==> src/hw/rcs_pkg.sv <==
// Purpose: Shared constants and types for the reset-cause status logic
// Assumes: One 16-bit control/status register on a plain register port
// Notes:   Field layout follows the register bit order, bit 15 first

package rcs_pkg;

  // ==========================================================
  // Register map
  // ==========================================================
  localparam int unsigned RCS_ADDR_W    = 4;
  localparam logic [3:0]  RCS_CTRL_OFFS = 4'h0;
  localparam int unsigned RCS_DATA_W    = 16;

  // Field positions inside the control/status word
  localparam int unsigned RCS_POR_POS   = 0;
  localparam int unsigned RCS_BOR_POS   = 1;
  localparam int unsigned RCS_IDLE_POS  = 2;
  localparam int unsigned RCS_SLEEP_POS = 3;
  localparam int unsigned RCS_WATCHDOG_TIMEOUT_FLAG_POS  = 4;
  localparam int unsigned RCS_SWDT_POS  = 5;
  localparam int unsigned RCS_SWR_POS   = 6;
  localparam int unsigned RCS_EXTERNAL_PIN_RESET_FLAG_POS  = 7;
  localparam int unsigned RCS_LIM_POS   = 8;
  localparam int unsigned RCS_LOW_VOLTAGE_DETECT_ENABLE_POS = 12;

  // Writable bits; 15:13 read as zero
  localparam logic [15:0] RCS_WR_MASK   = 16'h1FFF;
  // Power-on value: power-on and brown-out flags set
  localparam logic [15:0] RCS_POR_VALUE = 16'h0003;
  localparam logic [3:0]  RCS_LIM_EXT   = 4'hF;

  // ==========================================================
  // Program counter targets
  // ==========================================================
  localparam int unsigned RCS_PC_W      = 24;
  localparam logic [23:0] RCS_RESET_VEC = 24'h00_0000;
  localparam logic [23:0] RCS_TRAP_VEC  = 24'h00_0004;
  localparam logic [23:0] RCS_PC_STEP   = 24'h00_0002;

  // ==========================================================
  // Timing
  // ==========================================================
  localparam int unsigned RCS_CLK_HZ       = 20_000_000;
  localparam int unsigned RCS_WDT_TMO_US   = 2000;
  localparam int unsigned RCS_WDT_TMO_CYC  =
    (RCS_WDT_TMO_US * (RCS_CLK_HZ / 1_000_000));
  localparam int unsigned RCS_WDT_W        = 24;
  localparam int unsigned RCS_SYNC_N       = 2;

  typedef struct packed {
    logic [2:0] rsvd;
    logic       lvd_en;
    logic [3:0] lvd_limit;
    logic       external_pin_reset_flag;
    logic       software_reset_flag;
    logic       swdt_en;
    logic       watchdog_timeout_flag;
    logic       sleep;
    logic       idle;
    logic       bor;
    logic       por;
  } rcs_ctrl_t;

  typedef enum logic [3:0] {
    RCS_C_NONE      = 4'h0,
    RCS_C_BOR       = 4'h1,
    RCS_C_PIN       = 4'h2,
    RCS_C_PIN_SLEEP = 4'h3,
    RCS_C_PIN_IDLE  = 4'h4,
    RCS_C_SWR       = 4'h5,
    RCS_C_WDT_RST   = 4'h6,
    RCS_C_WDT_SLEEP = 4'h7,
    RCS_C_WDT_IDLE  = 4'h8,
    RCS_C_IRQ_SLEEP = 4'h9,
    RCS_C_IRQ_IDLE  = 4'hA,
    RCS_C_TRAP      = 4'hB
  } rcs_cause_t;

endpackage : rcs_pkg

==> src/hw/rcs_reset_cause.sv <==
// Purpose: Records reset and wake causes, picks restart address,
//          holds watchdog and low-voltage-detect controls
// Assumes: Core-side event inputs are one-cycle pulses on core_clk
// Notes:   rstn is the power-on reset
//
// Function
// - Power-on sets power-on and brown-out flags, clears others, starts at zero
// - Brown-out sets brown-out, clears power-on, restarts at reset vector
// - Pin reset sets external flag, clears software, watchdog, idle, sleep
// - Reset instruction sets software flag, clears external, watchdog, idle, sleep
// - Pin reset in sleep sets external and sleep, clears watchdog, idle
// - Pin reset in idle sets external and idle, clears watchdog, sleep
// - Watchdog reset sets watchdog flag, clears four others, restarts at zero
// - Interrupt wake from sleep sets sleep flag, resumes at next instruction
// - Enabled interrupt wake loads that interrupt's vector
// - Sleep flag shows the device has been sleeping
// - Idle flag shows the device was idle before the event
// - All cause flags readable and writable; software clears them
// - Software watchdog enable bit turns the watchdog on and off
// - Fuse set keeps the watchdog on regardless of software bit
// - Detector enable bit powers the low-voltage detector up or down
// - Four-bit limit picks a trip level; all ones picks external input
// - Watchdog is a free-running counter that keeps counting; here it counts on core_clk, so a stopped main clock stalls it
// - Watchdog resets the processor when software fails to service it
// - Watchdog time-out resets, except in sleep or idle where it wakes
//
// Design decisions made here: the register addresses and strobed register access.

`timescale 1ns/100ps
`default_nettype none

module rcs_reset_cause
  import rcs_pkg::*;
#(
  parameter int unsigned WDT_TMO_CYC = RCS_WDT_TMO_CYC
) (
  // Clock and power-on reset
  input  wire logic                  core_clk,
  input  wire logic                  rstn,
  // Register port
  input  wire logic [RCS_ADDR_W-1:0] reg_addr,
  input  wire logic [15:0]           reg_wdata,
  input  wire logic                  reg_wr,
  input  wire logic                  reg_rd,
  output logic      [15:0]           reg_rdata,
  // Asynchronous supervisory inputs
  input  wire logic                  external_reset_pin_n,
  input  wire logic                  brownout_det,
  // Core state and events
  input  wire logic                  cpu_sleeping,
  input  wire logic                  cpu_idle,
  input  wire logic                  sw_reset_exec,
  input  wire logic                  wdt_clear,
  input  wire logic                  irq_wake,
  input  wire logic                  irq_gie,
  input  wire logic [RCS_PC_W-1:0]   irq_vector,
  input  wire logic                  clk_fail_trap,
  input  wire logic [RCS_PC_W-1:0]   cur_pc,
  input  wire logic                  watchdog_config_fuse,
  // Core control
  output logic                       core_reset,
  output logic                       core_wake,
  output logic                       pc_load,
  output logic      [RCS_PC_W-1:0]   pc_value,
  output logic                       watchdog_running,
  // Low-voltage detector control
  output logic                       lvd_power_en,
  output logic      [3:0]            lvd_level,
  output logic                       lvd_use_ext_input
);

  // ==========================================================
  // Cause decoding
  // ==========================================================
  function automatic rcs_ctrl_t apply_cause(input rcs_ctrl_t f,
                                            input rcs_cause_t c);
    rcs_ctrl_t n;
    n = f;
    unique case (c)
      RCS_C_NONE: begin
      end
      RCS_C_BOR: begin
        n.bor = 1'b1;
        n.por = 1'b0;
      end
      RCS_C_PIN: begin
        n.external_pin_reset_flag  = 1'b1;
        n.software_reset_flag   = 1'b0;
        n.watchdog_timeout_flag  = 1'b0;
        n.idle  = 1'b0;
        n.sleep = 1'b0;
      end
      RCS_C_PIN_SLEEP: begin
        n.external_pin_reset_flag  = 1'b1;
        n.sleep = 1'b1;
        n.watchdog_timeout_flag  = 1'b0;
        n.idle  = 1'b0;
      end
      RCS_C_PIN_IDLE: begin
        n.external_pin_reset_flag  = 1'b1;
        n.idle  = 1'b1;
        n.watchdog_timeout_flag  = 1'b0;
        n.sleep = 1'b0;
      end
      RCS_C_SWR: begin
        n.software_reset_flag   = 1'b1;
        n.external_pin_reset_flag  = 1'b0;
        n.watchdog_timeout_flag  = 1'b0;
        n.idle  = 1'b0;
        n.sleep = 1'b0;
      end
      RCS_C_WDT_RST: begin
        n.watchdog_timeout_flag  = 1'b1;
        n.external_pin_reset_flag  = 1'b0;
        n.software_reset_flag   = 1'b0;
        n.idle  = 1'b0;
        n.sleep = 1'b0;
      end
      RCS_C_WDT_SLEEP: begin
        n.watchdog_timeout_flag  = 1'b1;
        n.sleep = 1'b1;
      end
      RCS_C_WDT_IDLE: begin
        n.watchdog_timeout_flag = 1'b1;
        n.idle = 1'b1;
      end
      RCS_C_IRQ_SLEEP: begin
        n.sleep = 1'b1;
      end
      RCS_C_IRQ_IDLE: begin
        n.idle = 1'b1;
      end
      RCS_C_TRAP: begin
      end
      default: begin
      end
    endcase
    return n;
  endfunction : apply_cause

  // Reset-type causes restart at the reset vector
  function automatic logic is_reset(input rcs_cause_t c);
    return (c == RCS_C_BOR) || (c == RCS_C_PIN) ||
           (c == RCS_C_PIN_SLEEP) || (c == RCS_C_PIN_IDLE) ||
           (c == RCS_C_SWR) || (c == RCS_C_WDT_RST);
  endfunction : is_reset

  // ==========================================================
  // Pin synchronisers
  // ==========================================================
  // Change accepted once stages 2 and 3 agree, which rejects
  // a one-sample glitch on the supervisory lines
  logic [RCS_SYNC_N-1:0] pin_raw;
  logic [RCS_SYNC_N-1:0] pin_filt_q;
  logic [RCS_SYNC_N-1:0] pin_prev_q;

  assign pin_raw = {brownout_det, external_reset_pin_n};

  generate
    for (genvar i = 0; i < RCS_SYNC_N; i++) begin : g_sync
      logic [2:0] sync_q;
      always_ff @(posedge core_clk or negedge rstn) begin
        if (!rstn) begin
          sync_q <= 3'h0;
        end else begin
          sync_q <= {sync_q[1:0], pin_raw[i]};
        end
      end
      always_ff @(posedge core_clk or negedge rstn) begin
        if (!rstn) begin
          pin_filt_q[i] <= 1'b0;
        end else if (sync_q[1] == sync_q[2]) begin
          pin_filt_q[i] <= sync_q[2];
        end
      end
    end
  endgenerate

  always_ff @(posedge core_clk or negedge rstn) begin
    if (!rstn) begin
      pin_prev_q <= '0;
    end else begin
      pin_prev_q <= pin_filt_q;
    end
  end

  // Pin filter starts low, so a held-high pin gives no false edge
  logic pin_reset_ev;
  logic bor_ev;
  assign pin_reset_ev = pin_prev_q[0] && !pin_filt_q[0];
  assign bor_ev       = !pin_prev_q[1] && pin_filt_q[1];

  // ==========================================================
  // Watchdog
  // ==========================================================
  rcs_ctrl_t            ctrl_q;
  logic [RCS_WDT_W-1:0] wdt_cnt_q;
  logic                 wdt_en;
  logic                 wdt_tmo;

  assign wdt_en  = watchdog_config_fuse || ctrl_q.swdt_en;
  assign wdt_tmo = wdt_en &&
    (wdt_cnt_q == RCS_WDT_W'(WDT_TMO_CYC - 1));

  // Free-running count
  // Runs on core_clk; a stopped main clock stalls it here
  always_ff @(posedge core_clk or negedge rstn) begin
    if (!rstn) begin
      wdt_cnt_q <= '0;
    end else if (!wdt_en || wdt_clear || wdt_tmo ||
                 pin_reset_ev || bor_ev || sw_reset_exec) begin
      wdt_cnt_q <= '0;
    end else begin
      wdt_cnt_q <= wdt_cnt_q + RCS_WDT_W'(1);
    end
  end

  // ==========================================================
  // Cause selection
  // ==========================================================
  rcs_cause_t cause;

  always_comb begin
    cause = RCS_C_NONE;
    if (bor_ev) begin
      cause = RCS_C_BOR;
    end else if (pin_reset_ev) begin
      if (cpu_sleeping) begin
        cause = RCS_C_PIN_SLEEP;
      end else if (cpu_idle) begin
        cause = RCS_C_PIN_IDLE;
      end else begin
        cause = RCS_C_PIN;
      end
    end else if (wdt_tmo) begin
      if (cpu_sleeping) begin
        cause = RCS_C_WDT_SLEEP;
      end else if (cpu_idle) begin
        cause = RCS_C_WDT_IDLE;
      end else begin
        cause = RCS_C_WDT_RST;
      end
    end else if (sw_reset_exec) begin
      cause = RCS_C_SWR;
    end else if (irq_wake && cpu_sleeping) begin
      cause = RCS_C_IRQ_SLEEP;
    end else if (irq_wake && cpu_idle) begin
      cause = RCS_C_IRQ_IDLE;
    end else if (clk_fail_trap) begin
      cause = RCS_C_TRAP;
    end
  end

  // ==========================================================
  // Control/status register
  // ==========================================================
  logic      ctrl_sel;
  rcs_ctrl_t ctrl_wr;

  assign ctrl_sel = (reg_addr == RCS_CTRL_OFFS);
  assign ctrl_wr  = rcs_ctrl_t'(reg_wdata & RCS_WR_MASK);

  always_ff @(posedge core_clk or negedge rstn) begin
    if (!rstn) begin
      ctrl_q <= rcs_ctrl_t'(RCS_POR_VALUE);
    end else if (reg_wr && ctrl_sel) begin
      ctrl_q <= apply_cause(ctrl_wr, cause);
    end else begin
      ctrl_q <= apply_cause(ctrl_q, cause);
    end
  end

  // Read data valid only in the cycle after the strobe
  always_ff @(posedge core_clk or negedge rstn) begin
    if (!rstn) begin
      reg_rdata <= 16'h0000;
    end else if (reg_rd && ctrl_sel) begin
      reg_rdata <= ctrl_q & RCS_WR_MASK;
    end else begin
      reg_rdata <= 16'h0000;
    end
  end

  // ==========================================================
  // Restart control
  // ==========================================================
  // Restart address: reset vector, trap vector, interrupt vector or next instruction
  always_ff @(posedge core_clk or negedge rstn) begin
    if (!rstn) begin
      pc_load  <= 1'b1;
      pc_value <= RCS_RESET_VEC;
    end else begin
      pc_load  <= (cause != RCS_C_NONE);
      if (is_reset(cause)) begin
        pc_value <= RCS_RESET_VEC;
      end else if (cause == RCS_C_TRAP) begin
        pc_value <= RCS_TRAP_VEC;
      end else if ((cause == RCS_C_IRQ_SLEEP ||
                    cause == RCS_C_IRQ_IDLE) && irq_gie) begin
        pc_value <= irq_vector;
      end else if (cause != RCS_C_NONE) begin
        pc_value <= cur_pc + RCS_PC_STEP;
      end
    end
  end

  always_ff @(posedge core_clk or negedge rstn) begin
    if (!rstn) begin
      core_reset <= 1'b1;
      core_wake  <= 1'b0;
    end else begin
      core_reset <= is_reset(cause);
      core_wake  <= (cause == RCS_C_WDT_SLEEP) ||
                    (cause == RCS_C_WDT_IDLE) ||
                    (cause == RCS_C_IRQ_SLEEP) ||
                    (cause == RCS_C_IRQ_IDLE);
    end
  end

  // ==========================================================
  // Status outputs
  // ==========================================================
  always_ff @(posedge core_clk or negedge rstn) begin
    if (!rstn) begin
      watchdog_running  <= 1'b0;
      lvd_power_en      <= 1'b0;
      lvd_level         <= 4'h0;
      lvd_use_ext_input <= 1'b0;
    end else begin
      watchdog_running  <= wdt_en;
      lvd_power_en      <= ctrl_q.lvd_en;
      lvd_level         <= ctrl_q.lvd_limit;
      lvd_use_ext_input <= (ctrl_q.lvd_limit == RCS_LIM_EXT);
    end
  end
endmodule : rcs_reset_cause

`default_nettype wire

==> config.mk <==
export PLATFORM = sky130hd
export DESIGN_NAME = rcs_reset_cause
export DESIGN_NICKNAME = d
export VERILOG_FILES = /design/src/hw/rcs_pkg.sv /design/src/hw/rcs_reset_cause.sv
export SDC_FILE = /design/constraint.sdc
export NUM_CORES = 1
export LEC_CHECK = 0
export CORE_AREA = 2 2 111 113
export DETAILED_ROUTE_END_ITERATION = 10
export DIE_AREA = 0 0 113 115
export DONT_BUFFER_PORTS = 1
export PLACE_DENSITY_LB_ADDON = 0.05
export SLEW_MARGIN = 20
export SYNTH_ARGS = -nofsm -noshare
export SYNTH_HDL_FRONTEND = slang
export SYNTH_SLANG_ARGS = --single-unit
==> constraint.sdc <==
create_clock -name core_clk -period 6.9 [get_ports core_clk]
set_input_delay 0.69 -clock core_clk [delete_from_list [all_inputs] [get_ports core_clk]]
set_output_delay 0.69 -clock core_clk [all_outputs]
set_load 0.02 [all_outputs]
Yosys cells after proc, flatten, opt, wreduce, memory -nomap -nowiden
Cells that the tools add are included.

Add/sub/neg operators: 2. Equal/unequal tests: 15. Multiplexer cells: 30. Reductions and logical operators: 44.

Operators by type and width (count): two-way mux 24 bit (5); two-way mux 4 bit (9); adder 24 x 1 -> 24 bit, second input constant (1); adder 24 x 2 -> 24 bit, second input constant (1); equality test 24 x 16 -> 1 bit, second input constant (1); equality test 4 bit, second input constant (5); one-hot mux 1 bit (2 select lines) (10); equality test 4 x 3 -> 1 bit, second input constant (4); logical OR 1 bit (15); nonzero test 3 bit (5); two-way mux 13 bit (1); OR reduction 3 bit (4); OR reduction 4 bit (3); equality test 4 x 2 -> 1 bit, second input constant (2); logical AND 1 bit (8); two-way mux 8 bit (1); nonzero test 4 bit (2); two-way mux 3 bit (2); equality test 4 x 1 -> 1 bit, second input constant (1); zero test 4 bit (1); two-way mux 2 bit (2); OR reduction 2 bit (2); zero test 1 bit (3); equality test 1 bit (2); nonzero test 2 bit (1).

Register bits after elaboration: 97. Output and inout port bits: 50. Word-level logic and storage cells: 116.

Logic depth before layout (Yosys ltp)
Depth in word-level cells: 14. Gate-level depth with buffers: 10. Depth with buffers taken out: 8.

Least setup slack after synthesis
No wires, ideal clock.

Path type: register to register. Start: reg wdt_cnt_q[7]. End: reg pc_value[16]. Arrival: 2.252 ns. Required time: 6.779 ns. Path slack: 4.526 ns. Cell stages (with the launch flop): 9. Buffers on the path: 1. Clock period less this slack: 2.374 ns. Cell sequence: dfrtp_1 or4_4 nor4_4 a21oi_4 mux2i_4 nand2b_4 o21ai_2 buf_6 o21ai_1.

Cells in the longest elaborated chain, start to end: 12. Elaborated cells between the ends (all ways): 26.

RTL lines: start, declared (RTL line rcs_reset_cause.sv:197) `logic [RCS_WDT_W-1:0] wdt_cnt_q;`; start signal, assigned (RTL line rcs_reset_cause.sv:214) `wdt_cnt_q <= wdt_cnt_q + RCS_WDT_W'(1);`; equality test 24 x 16 -> 1 bit * (RTL line rcs_reset_cause.sv:203) `(wdt_cnt_q == RCS_WDT_W'(WDT_TMO_CYC - 1));`; logical AND 1 bit * (RTL line rcs_reset_cause.sv:202) `assign wdt_tmo = wdt_en &&`; two-way mux 4 bit * (RTL line rcs_reset_cause.sv:235) `end else if (wdt_tmo) begin`; two-way mux 4 bit * (RTL line rcs_reset_cause.sv:227) `end else if (pin_reset_ev) begin`; two-way mux 4 bit * (RTL line rcs_reset_cause.sv:225) `if (bor_ev) begin`; equality test 4 x 1 -> 1 bit or equality test 4 x 2 -> 1 bit (tied branches) (RTL line rcs_reset_cause.sv:143) `return (c == RCS_C_BOR) || (c == RCS_C_PIN) ||`; logical OR 1 bit (2 in a row) (RTL line rcs_reset_cause.sv:143); logical OR 1 bit (2 in a row) (RTL line rcs_reset_cause.sv:144) `(c == RCS_C_PIN_SLEEP) || (c == RCS_C_PIN_IDLE) ||`; logical OR 1 bit (RTL line rcs_reset_cause.sv:145) `(c == RCS_C_SWR) || (c == RCS_C_WDT_RST);`; nonzero test 4 bit (no source line) or two-way mux 24 bit (tied branches); end signal, assigned (RTL line rcs_reset_cause.sv:300) `pc_value <= irq_vector;`; end signal, assigned (RTL line rcs_reset_cause.sv:302) `pc_value <= cur_pc + RCS_PC_STEP;`; end, declared (RTL line rcs_reset_cause.sv:64) `output logic [RCS_PC_W-1:0] pc_value,`.

Every way passes the cells marked *; elsewhere a longest branch is shown, timed or not. A chain may end at the register's enable or synchronous reset.

Worst setup path after layout
Start: reg wdt_cnt_q[7]. End: reg pc_value[0].

The elaborated chain is that of the path after synthesis.

==> results.txt <==
Status = finished, violations left
Failing checks = DRC
Synth Area in Adders = 0.009769
Pin count of the biggest net entering global routing = 95
Reg2reg path depth = 7
Layout Nets = 510
Synth async-reset ratio = 1.000
Max-cap violations = 0
Avg Inst Size Synth = 10.80 um^2
Top_reg_cell synth = dfrtp_1
Final max-slew violation count = 0
Total power divided by cell area = 259.4 nW/um^2
Reg2reg setup slack = 4.01 ns
CP endpoint = pc_value[0]
Wirelength, routed = 9939 um
Area Overhead vs Synth = 8.494%
Antenna diodes = 0
Die height = 115 um
Fin area = 5002 um^2
Final min period = 2.888 ns
Yosys warning count = 0
Post-synth top area share = 0.4885
Worst Tran Pin Value = 0.9910 ns
Final core occ = 0.4235
First DRT Iteration DRCs = 142
Crit end category = register
Worst EP required = 7.09 ns
Synth Area in Simple Gates = 0.1954
Mapped Cells = 427
Largest cells by area after synthesis = dfrtp_1, mux2i_1, xor2_1
Worst R2R End = pc_value[0]
Mapped Area = 4611 um^2
Core Area = 11,810 um^2
Tcrit/Tclk final = 0.4186
Clk_lat worst skew = 0.34 ns
Area after DPL = 4697 um^2
Crit path launch type = register
Worst Path Max Fanout = 24
Crit Path Category = reg2reg
Worst endpoint data arrival time = 3.08 ns
Cell with the most instances after synthesis = dfrtp_1
Clock Sinks = 94
Distinct cell type count after synthesis = 57
Number of synthesized flops with an enable pin = 0
Port bufs = 0
Fin cells = 578
CTS tree = built
Post-synthesis compound-gate area fraction = 0.08602
Cell taking the most area after synthesis = dfrtp_1
Final Setup Violations = 0
Average wire per standard cell = 17.20 um
Post-synthesis mux area share = 0.08792
Maximum buffer depth of the clock tree = 2
Worst slew margin = 0.3393
Leakage = 2.142 nW
Top Ports = 132
Register area share after synthesis = 0.5113
Site row count = 40
Setup TNS = 0 ns
Initial antenna violation count = 0
Peak Freq = 346.2 MHz
Drt drc = 9
Remaining antenna violation count after routing = 0
Post-synth top cells = dfrtp_1, nand2_1, nor2_1
Final clock skew = 0.007944 ns
Post-DP HPWL = 6948 um
Flop and latch count out of synthesis = 94
Largest family of logic cells by synthesized area = simple AND/OR/NAND/NOR gates
CTS buffer count = 9
Xor/xnor share of the synthesized area = 0.07978
VDD IR-drop max = 89.53 uV
Global Route Usage Sum = 0.1587
Die area = 13,000 um^2
CTS root buffer = clkbuf_16
Die width = 113 um
H-tree Lvls = 3
# hold bufs at CTS = 0
Placed Cells = 562
Starting Density = 0.3904
Hold Crit Class = in2async
Worst setup path start = wdt_cnt_q[7]
Clock transition at the registers of the reported paths = 0.07 ns
DR pass1 iterations = 10
Routed vias = 2,995
Setup Fix Bufs, Post-CTS = 0
Share of post-route cells with drive strength above 1 = 0.1067
GP Congestion = 0.7717
RSZ-0062 raised after global routing = no
Via-to-Cell Ratio = 5.182
Vias in the first global route = 3,021
PostCTS Resize Cnt = 0
R2r startpoint = wdt_cnt_q[7]
First-pass GRT wire length = 16,100 um
Final Hold Fails = 0
Final hold slack = 0.03662 ns
Gr ovfl total = 0
kinds of logic after synthesis:
kind of cell / count (synthesis)
muxes: 38
and+or+nand+nor: 173
AOI/OAI and AO/OA: 56
other: 1
DFF: 94
xor gates and xnor gates: 42
adders and majority gates: 4
buffers and inverters: 19
layout make-up:
class / count / area, um^2
Tap cell: 147 / 183.9
Timing Repair Buffer: 1 / 7.507
Inverter: 4 / 15.01
Clock buffer: 10 / 229.0
Fill cell: 1135 / 6809
Clock inverter: 6 / 68.82
Sequential cell: 94 / 2357
Multi-Input combinational cell: 316 / 2141
sequential cells by signal, indices dropped and copies added (netlist names):
signal             count
pc_load                1
lvd_level              4
pc_value              24
lvd_use_ext_input      1
g_sync.sync_q          6
core_wake              1
pin_prev_q             2
watchdog_running       1
wdt_cnt_q             24
core_reset             1
pin_filt_q             2
reg_rdata             13
lvd_power_en           1
ctrl_q                13
report_power, final:
| group | internal, W | leakage, nW | switching (W) | total (W) |
|---|---|---|---|---|
| combinational | 0.0000553 | 0.772 | 0.0000674 | 0.000123 |
| clock | 0.000285 | 0.144 | 0.000221 | 0.000506 |
| sequential | 0.000602 | 1.23 | 0.0000667 | 0.000669 |
| total | 0.000942 | 2.14 | 0.000355 | 0.00130 |
through the flow:
stage,power (W),setup WS (ns)
after floorplan,0.0007816,4.526
after CTS,0.001316,3.659
after detailed placement,0.0008040,3.678
final,0.001297,4.012
after global routing,0.001354,3.695
after global placement,0.0008005,3.691
placed cells by master (no fill, tap or decap), types with 3 or more instances in the layout:
cell type | netlist | final
o21ai_0 | 10 | 10
mux2i_1 | 30 | 30
nor2b_1 | 5 | 5
nand2b_1 | 3 | 3
and3_1 | 21 | 21
inv_1 | 4 | 4
o21ai_1 | 18 | 18
and4_1 | 7 | 7
dfrtp_1 | 90 | 90
o21ai_2 | 4 | 3
mux2_2 | 6 | 6
nor2_1 | 38 | 38
xnor2_1 | 18 | 18
conb_1 | 1 | 3
a21oi_1 | 8 | 8
nand3_1 | 20 | 20
dfstp_2 | 4 | 4
clkbuf_16 | 0 | 9
nand2_1 | 50 | 50
xor2_1 | 24 | 24
nor3_1 | 7 | 7
nand4_1 | 6 | 6
inv_6 | 0 | 3
routing by layer:
metal | share of wire | GRT usage | up-vias
met5 | 0 | 0 | -
met4 | 0.024 | 0.06829 | 0
met3 | 0.065 | 0.04744 | 15
met2 | 0.47 | 0.2487 | 66
met1 | 0.44 | 0.2055 | 1437
li1 | - | - | 1477
worst min-delay path by stage:
stage                          endpoint  slack, ns                start  cells after the start
floorplan           g_sync[0].sync_q[1]       0.33  g_sync[0].sync_q[0]                      0
global route               reg_rdata[9]       0.02                 rstn                      0
finish                     lvd_level[2]       0.04                 rstn                      0
CTS                        reg_rdata[9]       0.02                 rstn                      0
global placement    g_sync[0].sync_q[1]       0.34  g_sync[0].sync_q[0]                      0
detailed placement  g_sync[0].sync_q[1]       0.34  g_sync[0].sync_q[0]                      0
worst max-delay path: stages (launching register included):
cell,delay (ns)
dfrtp_1,0.42
or4_4,0.56
nor4_4,0.31
a21oi_4,0.17
mux2i_4,0.25
nand2b_4,0.23
o21ai_4,0.59
o21ai_0,0.19
(Power assumes the default switching activity.)
